===== src/spr_pkg.sv =====
package spr_pkg;

    // ------------------------------------------------------------
    // register map
    // ------------------------------------------------------------
    localparam logic [3:0] ADDR_THRESHOLD_FIRST = 4'h0;
    localparam logic [3:0] ADDR_THRESHOLD_SECOND = 4'h1;
    localparam logic [3:0] ADDR_THRESHOLD_THIRD = 4'h2;
    localparam logic [3:0] ADDR_THRESHOLD_FOURTH = 4'h3;
    localparam logic [3:0] ADDR_MAKE_DELAY = 4'h4;
    localparam logic [3:0] ADDR_BREAK_DELAY = 4'h5;
    localparam logic [3:0] ADDR_MODE = 4'h6;
    localparam logic [3:0] ADDR_STATUS = 4'h7;
    localparam logic [3:0] ADDR_IRQ_STATUS = 4'h8;
    localparam logic [3:0] ADDR_IRQ_MASK = 4'h9;
    localparam logic [3:0] ADDR_READING = 4'hA;

    // ------------------------------------------------------------
    // field layout and reset values
    // ------------------------------------------------------------
    localparam int MODE_CODE_LSB = 0;
    localparam int MODE_BAND_BIT = 2;
    localparam logic [15:0] RST_THRESHOLD_HIGH = 16'h270F;
    localparam logic [15:0] RST_THRESHOLD_LOW = 16'hF831;
    localparam logic [13:0] RST_DELAY = 14'h0000;
    localparam logic [13:0] MAX_DELAY = 14'h270F;

    // ------------------------------------------------------------
    // timing
    // ------------------------------------------------------------
    localparam longint CLK_HZ = 250_000_000;
    localparam longint TICK_PERIOD_NS = 1_000_000_000;
    localparam longint CLK_PERIOD_NS = 4;
    localparam int TICK_CYCLES = int'(TICK_PERIOD_NS / CLK_PERIOD_NS);

    // ------------------------------------------------------------
    // types
    // ------------------------------------------------------------
    typedef enum logic [1:0] {
        SPR_CODE_LLLL,
        SPR_CODE_LHLH,
        SPR_CODE_LHHH,
        SPR_CODE_HHHH
    } spr_code_t;

    typedef struct packed {
        logic [3:0] addr;
        logic [15:0] wdata;
        logic wr;
        logic rd;
    } spr_bus_req_t;

    typedef enum logic [1:0] {
        SPR_OFF,
        SPR_MAKING,
        SPR_ON,
        SPR_BREAKING
    } spr_state_t;

endpackage : spr_pkg


===== src/spr_controller.sv =====
// The address-and-strobe port and the register addresses are this design's own decisions.
`timescale 1ns/10ps
// Functional notes
// - relay one makes only after alarm held unbroken for make delay, 0..9999 s
// - relay one breaks only after non-alarm held unbroken for break delay
// - relays two to four follow their comparisons with no delay
// - band enabled, second above first, code LhLh or hhhh: band from first up to second
// - filling code LhLh: on below first, stays on until second reached
// - emptying code hhhh: on above second, stays on until first reached
// - high direction energizes above threshold, low direction below it
// - code letters first to fourth left to right, four legal combinations
// - thresholds without relays still drive their indicator outputs
// - lock input tied low keeps settings readable but refuses writes; interrupt status clears still go through
module spr_controller (
    input wire logic clk_i,
    input wire logic rst_i,
    input wire logic [15:0] reading_i,
    input wire logic reading_valid_i,
    input wire logic lock_n_i,
    input wire logic [3:0] addr_i,
    input wire logic [15:0] wdata_i,
    input wire logic wr_i,
    input wire logic rd_i,
    output logic [15:0] rdata_o,
    output logic [3:0] relay_o,
    output logic [3:0] indicator_o,
    output logic irq_o
);

    // ------------------------------------------------------------
    // settings
    // ------------------------------------------------------------
    logic [15:0] threshold_first;
    logic [15:0] threshold_second;
    logic [15:0] threshold_third;
    logic [15:0] threshold_fourth;
    logic [13:0] make_delay;
    logic [13:0] break_delay;
    spr_pkg::spr_code_t relay_direction_code;
    logic band_enable;
    logic [3:0] irq_status;
    logic [3:0] irq_mask;
    logic [15:0] reading;
    logic [3:0] cmp;
    logic band_latch;
    logic alarm_first;
    logic relay_first;
    logic [3:0] next_relay;
    logic [3:0] irq_clr;
    logic [31:0] tick_cnt;
    logic tick;
    logic lock_meta;
    logic lock_sync_n;
    spr_pkg::spr_bus_req_t req;
    logic wr_ok;

    assign req = '{addr: addr_i, wdata: wdata_i, wr: wr_i, rd: rd_i};

    // signed comparison, readings span -1999..9999
    function automatic logic above(input logic [15:0] a, input logic [15:0] b);
        above = $signed(a) > $signed(b);
    endfunction : above

    function automatic logic below(input logic [15:0] a, input logic [15:0] b);
        below = $signed(a) < $signed(b);
    endfunction : below

    function automatic logic [13:0] clamp_delay(input logic [15:0] v);
        clamp_delay = (v > {2'b00, spr_pkg::MAX_DELAY}) ? spr_pkg::MAX_DELAY : v[13:0];
    endfunction : clamp_delay

    // ------------------------------------------------------------
    // lock pin synchroniser
    // ------------------------------------------------------------
    // the pin is outside our domain, so two stages before any use
    always_ff @(posedge clk_i or posedge rst_i) begin
        if (rst_i) begin
            lock_meta <= 1'b1;
            lock_sync_n <= 1'b1;
        end else begin
            lock_meta <= lock_n_i;
            lock_sync_n <= lock_meta;
        end
    end

    assign wr_ok = req.wr && lock_sync_n; // tied to common refuses writes except interrupt status clears

    // ------------------------------------------------------------
    // register writes
    // ------------------------------------------------------------
    // refused writes are dropped silently; reads still work
    always_ff @(posedge clk_i or posedge rst_i) begin
        if (rst_i) begin
            threshold_first <= spr_pkg::RST_THRESHOLD_HIGH;
            threshold_second <= spr_pkg::RST_THRESHOLD_HIGH;
            threshold_third <= spr_pkg::RST_THRESHOLD_HIGH;
            threshold_fourth <= spr_pkg::RST_THRESHOLD_HIGH;
            make_delay <= spr_pkg::RST_DELAY;
            break_delay <= spr_pkg::RST_DELAY;
            relay_direction_code <= spr_pkg::SPR_CODE_HHHH;
            band_enable <= 1'b0;
            irq_mask <= 4'h0;
        end else if (wr_ok) begin
            case (req.addr)
                spr_pkg::ADDR_THRESHOLD_FIRST: threshold_first <= req.wdata;
                spr_pkg::ADDR_THRESHOLD_SECOND: threshold_second <= req.wdata;
                spr_pkg::ADDR_THRESHOLD_THIRD: threshold_third <= req.wdata;
                spr_pkg::ADDR_THRESHOLD_FOURTH: threshold_fourth <= req.wdata;
                spr_pkg::ADDR_MAKE_DELAY: make_delay <= clamp_delay(req.wdata);
                spr_pkg::ADDR_BREAK_DELAY: break_delay <= clamp_delay(req.wdata);
                spr_pkg::ADDR_MODE: begin
                    // only the four legal codes are encodable
                    relay_direction_code <= spr_pkg::spr_code_t'(req.wdata[1:0]);
                    band_enable <= req.wdata[spr_pkg::MODE_BAND_BIT];
                end
                spr_pkg::ADDR_IRQ_MASK: irq_mask <= req.wdata[3:0];
                default: begin
                end
            endcase
        end
    end

    // ------------------------------------------------------------
    // reading capture and one second tick
    // ------------------------------------------------------------
    // a new comparison happens only when a fresh result arrives or a setting is written
    always_ff @(posedge clk_i or posedge rst_i) begin
        if (rst_i) begin
            reading <= 16'h0000;
        end else if (reading_valid_i) begin
            reading <= reading_i;
        end
    end

    always_ff @(posedge clk_i or posedge rst_i) begin
        if (rst_i) begin
            tick_cnt <= 32'h0000_0000;
            tick <= 1'b0;
        end else if (tick_cnt == 32'(spr_pkg::TICK_CYCLES - 1)) begin
            tick_cnt <= 32'h0000_0000;
            tick <= 1'b1;
        end else begin
            tick_cnt <= tick_cnt + 32'h0000_0001;
            tick <= 1'b0;
        end
    end

    // ------------------------------------------------------------
    // comparisons
    // ------------------------------------------------------------
    // letter i of the code is high when bit set; left letter is first
    always_comb begin
        logic [3:0] hi;
        hi = 4'h0;
        case (relay_direction_code)
            spr_pkg::SPR_CODE_LLLL: hi = 4'b0000;
            spr_pkg::SPR_CODE_LHLH: hi = 4'b1010;
            spr_pkg::SPR_CODE_LHHH: hi = 4'b1110;
            spr_pkg::SPR_CODE_HHHH: hi = 4'b1111;
            default: hi = 4'b0000;
        endcase
        cmp[0] = hi[0] ? above(reading, threshold_first) : below(reading, threshold_first);
        cmp[1] = hi[1] ? above(reading, threshold_second)
                       : below(reading, threshold_second);
        cmp[2] = hi[2] ? above(reading, threshold_third)
                       : below(reading, threshold_third);
        cmp[3] = hi[3] ? above(reading, threshold_fourth)
                       : below(reading, threshold_fourth);
    end

    // band latch: always tracks, steers relay one only with enable, second above first and code LHLH or HHHH
    always_ff @(posedge clk_i or posedge rst_i) begin
        if (rst_i) begin
            band_latch <= 1'b0;
        end else if (relay_direction_code == spr_pkg::SPR_CODE_LHLH) begin
            if (below(reading, threshold_first)) begin
                band_latch <= 1'b1; // filling starts below first
            end else if (!below(reading, threshold_second)) begin
                band_latch <= 1'b0; // stops once second reached
            end
        end else begin
            if (above(reading, threshold_second)) begin
                band_latch <= 1'b1; // emptying starts above second
            end else if (!above(reading, threshold_first)) begin
                band_latch <= 1'b0; // stops once first reached
            end
        end
    end

    always_comb begin
        if (band_enable && above(threshold_second, threshold_first) &&
            (relay_direction_code == spr_pkg::SPR_CODE_LHLH ||
             relay_direction_code == spr_pkg::SPR_CODE_HHHH)) begin
            alarm_first = band_latch;
        end else begin
            alarm_first = cmp[0];
        end
    end

    // ------------------------------------------------------------
    // first relay delay timers
    // ------------------------------------------------------------
    spr_delay_timer u_timer (
        .clk_i(clk_i),
        .rst_i(rst_i),
        .tick_i(tick),
        .alarm_i(alarm_first),
        .make_delay_i(make_delay),
        .break_delay_i(break_delay),
        .relay_o(relay_first)
    );

    // ------------------------------------------------------------
    // outputs
    // ------------------------------------------------------------
    // relays two to four follow comparison directly
    assign next_relay = {cmp[3], cmp[2], cmp[1], relay_first};

    // indicators driven even where no relay is fitted
    always_ff @(posedge clk_i or posedge rst_i) begin
        if (rst_i) begin
            relay_o <= 4'h0;
            indicator_o <= 4'h0;
        end else begin
            relay_o <= next_relay;
            indicator_o <= next_relay;
        end
    end

    // status sticky bits: set on any relay change, write one to clear; set wins
    assign irq_clr = (req.wr && req.addr == spr_pkg::ADDR_IRQ_STATUS) ? req.wdata[3:0] : 4'h0;
    always_ff @(posedge clk_i or posedge rst_i) begin
        if (rst_i) begin
            irq_status <= 4'h0;
        end else begin
            irq_status <= (irq_status & ~irq_clr) | (next_relay ^ relay_o);
        end
    end

    always_ff @(posedge clk_i or posedge rst_i) begin
        if (rst_i) begin
            irq_o <= 1'b0;
        end else begin
            irq_o <= |(irq_status & irq_mask);
        end
    end

    // ------------------------------------------------------------
    // register reads
    // ------------------------------------------------------------
    // unmapped addresses read zero
    always_ff @(posedge clk_i or posedge rst_i) begin
        if (rst_i) begin
            rdata_o <= 16'h0000;
        end else if (req.rd) begin
            case (req.addr)
                spr_pkg::ADDR_THRESHOLD_FIRST: rdata_o <= threshold_first;
                spr_pkg::ADDR_THRESHOLD_SECOND: rdata_o <= threshold_second;
                spr_pkg::ADDR_THRESHOLD_THIRD: rdata_o <= threshold_third;
                spr_pkg::ADDR_THRESHOLD_FOURTH: rdata_o <= threshold_fourth;
                spr_pkg::ADDR_MAKE_DELAY: rdata_o <= {2'b00, make_delay};
                spr_pkg::ADDR_BREAK_DELAY: rdata_o <= {2'b00, break_delay};
                spr_pkg::ADDR_MODE: rdata_o <= {13'h0000, band_enable, relay_direction_code};
                spr_pkg::ADDR_STATUS: rdata_o <= {7'h00, ~lock_sync_n, band_latch,
                                                  relay_o, 3'b000};
                spr_pkg::ADDR_IRQ_STATUS: rdata_o <= {12'h000, irq_status};
                spr_pkg::ADDR_IRQ_MASK: rdata_o <= {12'h000, irq_mask};
                spr_pkg::ADDR_READING: rdata_o <= reading;
                default: rdata_o <= 16'h0000;
            endcase
        end else begin
            rdata_o <= 16'h0000;
        end
    end

endmodule : spr_controller


===== src/spr_delay_timer.sv =====
`timescale 1ns/10ps
// delay-on-make / delay-on-break qualifier for the first relay
module spr_delay_timer (
    input wire logic clk_i,
    input wire logic rst_i,
    input wire logic tick_i,
    input wire logic alarm_i,
    input wire logic [13:0] make_delay_i,
    input wire logic [13:0] break_delay_i,
    output logic relay_o
);

    spr_pkg::spr_state_t state;
    logic [13:0] secs;

    // ------------------------------------------------------------
    // state and seconds counter
    // ------------------------------------------------------------
    // a zero delay acts in the same cycle, so no tick wait is added
    always_ff @(posedge clk_i or posedge rst_i) begin
        if (rst_i) begin
            state <= spr_pkg::SPR_OFF;
            secs <= spr_pkg::RST_DELAY;
        end else begin
            case (state)
                spr_pkg::SPR_OFF: begin
                    secs <= spr_pkg::RST_DELAY;
                    if (alarm_i) begin
                        state <= (make_delay_i == 14'h0000) ? spr_pkg::SPR_ON
                                                            : spr_pkg::SPR_MAKING;
                    end
                end
                spr_pkg::SPR_MAKING: begin
                    if (!alarm_i) begin
                        state <= spr_pkg::SPR_OFF; // interruption restarts
                        secs <= spr_pkg::RST_DELAY;
                    end else if (secs > make_delay_i) begin
                        state <= spr_pkg::SPR_ON; // n whole seconds
                        secs <= spr_pkg::RST_DELAY;
                    end else if (tick_i) begin
                        secs <= secs + 14'h0001;
                    end
                end
                spr_pkg::SPR_ON: begin
                    secs <= spr_pkg::RST_DELAY;
                    if (!alarm_i) begin
                        state <= (break_delay_i == 14'h0000) ? spr_pkg::SPR_OFF
                                                             : spr_pkg::SPR_BREAKING;
                    end
                end
                spr_pkg::SPR_BREAKING: begin
                    if (alarm_i) begin
                        state <= spr_pkg::SPR_ON; // back in alarm restarts
                        secs <= spr_pkg::RST_DELAY;
                    end else if (secs > break_delay_i) begin
                        state <= spr_pkg::SPR_OFF; // first tick may be partial
                        secs <= spr_pkg::RST_DELAY;
                    end else if (tick_i) begin
                        secs <= secs + 14'h0001;
                    end
                end
                default: begin
                    state <= spr_pkg::SPR_OFF;
                end
            endcase
        end
    end

    // relay held through the break wait, released through the make wait
    always_comb begin
        relay_o = (state == spr_pkg::SPR_ON) || (state == spr_pkg::SPR_BREAKING);
    end

endmodule : spr_delay_timer


===== config.mk =====
export PLATFORM = sky130hd
export DESIGN_NAME = spr_controller
export DESIGN_NICKNAME = d
export VERILOG_FILES = /design/src/spr_pkg.sv /design/src/spr_controller.sv /design/src/spr_delay_timer.sv
export SDC_FILE = /design/constraint.sdc
export NUM_CORES = 1
export LEC_CHECK = 0
export ABC_AREA = 1
export BUFFER_PORTS_ARGS = -buffer_cell sky130_fd_sc_hd__buf_2
export CORE_MARGIN = 5
export CORE_UTILIZATION = 56
export DETAILED_ROUTE_END_ITERATION = 10
export PLACE_DENSITY = 0.77
export SLEW_MARGIN = 20
export SYNTH_ARGS = -nofsm -noshare
export SYNTH_HDL_FRONTEND = slang
export SYNTH_SLANG_ARGS = --single-unit

===== constraint.sdc =====
create_clock -name clk_i -period 5.79 [get_ports clk_i]
set_input_delay 0.8685 -clock clk_i [delete_from_list [all_inputs] [get_ports clk_i]]
set_output_delay 0.8685 -clock clk_i [all_outputs]
set_load 0.01 [all_outputs]

==> impl_metrics.env <==
export IMPL_status="finished clean"
export IMPL_grt_pass1_wl_um=50800
export IMPL_clk_path_buf_depth=2
export IMPL_ctsResizeCount=0
export IMPL_synth_cells=1417
export IMPL_drive_gt1_share_pct=13.0
export IMPL_ir_drop_v=0.000176
export IMPL_dpl_hpwl_um=23700
export IMPL_critical_path_startpoint_type="register"
export IMPL_cp_max_fo=15
export IMPL_syn_nets=1569
export IMPL_cts_tree="built"
export IMPL_yosys_area_share_simple_pct=20.9
export IMPL_yosysSeqAreaShare_pct=41.7
export IMPL_synth_top_family_by_area="simple AND/OR/NAND/NOR gates"
export IMPL_fmax_mhz=347
export IMPL_avgRoutedWirePerCell_um=18.0
export IMPL_critPathArrivalTime_ps=3240
export IMPL_gp_congestion=0.985
export IMPL_post_route_drc_count=0
export IMPL_std_cell_rows=52
export IMPL_p_per_area_nw_per_um2=314
export IMPL_ys_warn_count=0
export IMPL_first_global_vias=9768
export IMPL_grt_ovfl_total=0
export IMPL_drv_slew=0
export IMPL_netlist_area_um2=11600
export IMPL_cts_setup_buffers=0
export IMPL_total_power_w=0.00402
export IMPL_synth_mux_area_share_pct=0.377
export IMPL_portBuffers=66
export IMPL_drtPass1Iterations=6
export IMPL_fin_nets=1627
export IMPL_die_w_um=154
export IMPL_antenna_found_initial=0
export IMPL_syn2layout_area_growth_pct=10.1
export IMPL_fin_crit_ps=2880
export IMPL_hold_path_class="register to register"
export IMPL_fin_area_um2=12800
export IMPL_viasPerCell=5.80
export IMPL_synth_seq_cells=192
export IMPL_die_area_um2=23700
export IMPL_cp_required_ps=6150
export IMPL_cts_root_buf="clkbuf_16"
export IMPL_leakage_nw=6.21
export IMPL_crit_type="register to register"
export IMPL_ant_nets=0
export IMPL_fin_util_pct=62.8
export IMPL_pin_count=67
export IMPL_vias=10200
export IMPL_grt_max_degree=193
export IMPL_first_iter_violations=1030
export IMPL_fin_crit_sh_pct=49.8
export IMPL_worstMarginPinSlew_ps=1040
export IMPL_clock_sinks=192
export IMPL_tns_ps=0
export IMPL_placed_area_um2=12200
export IMPL_insertedDiodeCount=0
export IMPL_synth_compound_area_share_pct=14.3
export IMPL_synth_adder_area_share_pct=11.8
export IMPL_clkTransAtPathRegs_ps=70
export IMPL_ys_types=51
export IMPL_end_kind="register"
export IMPL_cts_made_buffers=17
export IMPL_core_um2=20400
export IMPL_drt_total_wl_um=31700
export IMPL_finalHoldViolCount=0
export IMPL_fin_skew_ps=11.5
export IMPL_rsz0062_at_grt="false"
export IMPL_syn_avg_cell_area_um2=8.20
export IMPL_clock_latency_ps=450
export IMPL_synth_xor_area_share_pct=2.03
export IMPL_cts_hold_buf=0
export IMPL_slew_headroom_pct=30.4
export IMPL_htreeDepth=4
export IMPL_fin_ws_ps=2910
export IMPL_finalSetupViolCount=0
export IMPL_die_h_um=154
export IMPL_initial_core_util_pct=57.1
export IMPL_maxCapViolations=0
export IMPL_grt_use_total_pct=26.9
export IMPL_place_ws_ps=2890
## logic make-up (layout without fill, tap and decap cells)
| kind of cell | count (synthesis) | after routing |
|---|---|---|
| flops | 192 | 192 |
| mux | 4 | 4 |
| simple gates | 524 | 524 |
| xor+xnor | 27 | 27 |
| fa+ha+maj | 110 | 110 |
| compound gates | 295 | 295 |
| buf+inv | 265 | 336 |
## cell usage after synthesis (all sizes together)
cell type | number | share of area, %
o21ai | 143 | 6.2
a2111oi | 2 | 0.15
nand4 | 27 | 1.5
ha | 110 | 12
a22o | 1 | 0.075
clkbuf | 24 | 0.77
or3b | 1 | 0.075
a211oi | 2 | 0.13
a21oi | 77 | 3.3
xnor2 | 9 | 0.68
o221ai | 1 | 0.075
nor3b | 1 | 0.065
a21o | 3 | 0.19
nor3 | 33 | 1.6
buf | 7 | 0.52
mux2i | 1 | 0.086
a31oi | 1 | 0.054
nand3 | 51 | 2.5
o211ai | 3 | 0.19
o41ai | 1 | 0.075
nand3b | 3 | 0.19
nor4 | 11 | 0.77
mux2 | 3 | 0.29
nor2 | 111 | 4.7
o2111ai | 3 | 0.23
inv | 234 | 7.6
dfstp | 36 | 8.1
and3 | 1 | 0.054
a31o | 1 | 0.075
o21a | 5 | 0.32
nand2 | 285 | 9.4
o21bai | 3 | 0.19
xor2 | 18 | 1.4
a221oi | 20 | 1.5
dfrtp | 156 | 34
o22ai | 29 | 1.6
## power breakdown
part	internal, W	switching [W]
clock	0.000649	0.000562
combinational	0.000376	0.000697
sequential	0.00155	0.000182
total	0.00258	0.00144
## final timing paths
kind	end	cells after the start	slack, ps	from
worst max-delay path	u_timer.secs[13]	11	2910	threshold_first[9]
worst min-delay path	lock_sync_n	0	360	lock_meta
worst max register to register	u_timer.secs[13]	11	2910	threshold_first[9]
worst min register to register	lock_sync_n	0	360	lock_meta
max in group asynchronous	reading[0]	4	4320	rst_i
min in group asynchronous	rdata_o[9]	3	480	rst_i
## layout by cell type, fill, tap and decap left out, types with 5 or more instances in the layout
| cell type | instances |
|---|---|
| o22ai_1 | 29 |
| inv_1 | 220 |
| o21ai_0 | 128 |
| a221oi_1 | 20 |
| clkbuf_16 | 17 |
| o21a_1 | 5 |
| xor2_1 | 18 |
| nor2_2 | 9 |
| nor4_1 | 9 |
| dfstp_2 | 36 |
| nand4_1 | 26 |
| nor3_1 | 31 |
| o21ai_1 | 15 |
| nand2_1 | 278 |
| ha_1 | 110 |
| nand2_2 | 5 |
| nor2_4 | 14 |
| dfrtp_1 | 156 |
| nor2_1 | 88 |
| inv_2 | 13 |
| inv_6 | 5 |
| buf_2 | 66 |
| nand3_1 | 46 |
| a21oi_1 | 77 |
| xnor2_1 | 9 |
## per-layer routing
layer,GRT usage [%],vias to the layer above,part of all wire (%)
li1,-,4821,-
met4,10.3,0,3.6
met5,0,-,0
met1,36.3,4826,42
met3,6.27,83,9.2
met2,42.3,473,45
## critical path, stage by stage (launching register included)
cell and delay (ps):
dfstp_2 530, inv_1 90, ha_1 330, a21oi_1 160, o21ai_0 120, a21oi_1 270, nand2_1 90, nand2_1 100
nand4_1 330, nand4_2 280, nand3_4 320, nor2_1 180
## sequential cells by signal, indices dropped and copies added (netlist names)
signal and count:
threshold_first 16, threshold_second 16, lock_meta 1, band_latch 1, irq_mask 4, irq_status 4
u_timer.state 2, u_timer.secs 14, break_delay 14, irq_o 1, tick 1, tick_cnt 32
lock_sync_n 1, rdata_o 16, reading 16, indicator_o 4, threshold_fourth 16, make_delay 14
band_enable 1, relay_direction_code 2, threshold_third 16
## stage by stage
stage	std cells	hold slack [ps]
3_5_place_dp	1725	348
6_report	1758	359
4_1_cts	1757	358
3_3_place_gp	1725	347
5_1_grt	1758	366
2_1_floorplan	1417	345
## layout make-up
cell class	count	area (um2)
clock buffers	19	433
flip-flops and latches	192	4850
inverters	234	882
fillers	1702	7570
repair buffers	70	393
clock inverters	13	151
well taps	270	338
multi-input cells	960	5750
Power figures use the tool's default switching activity.
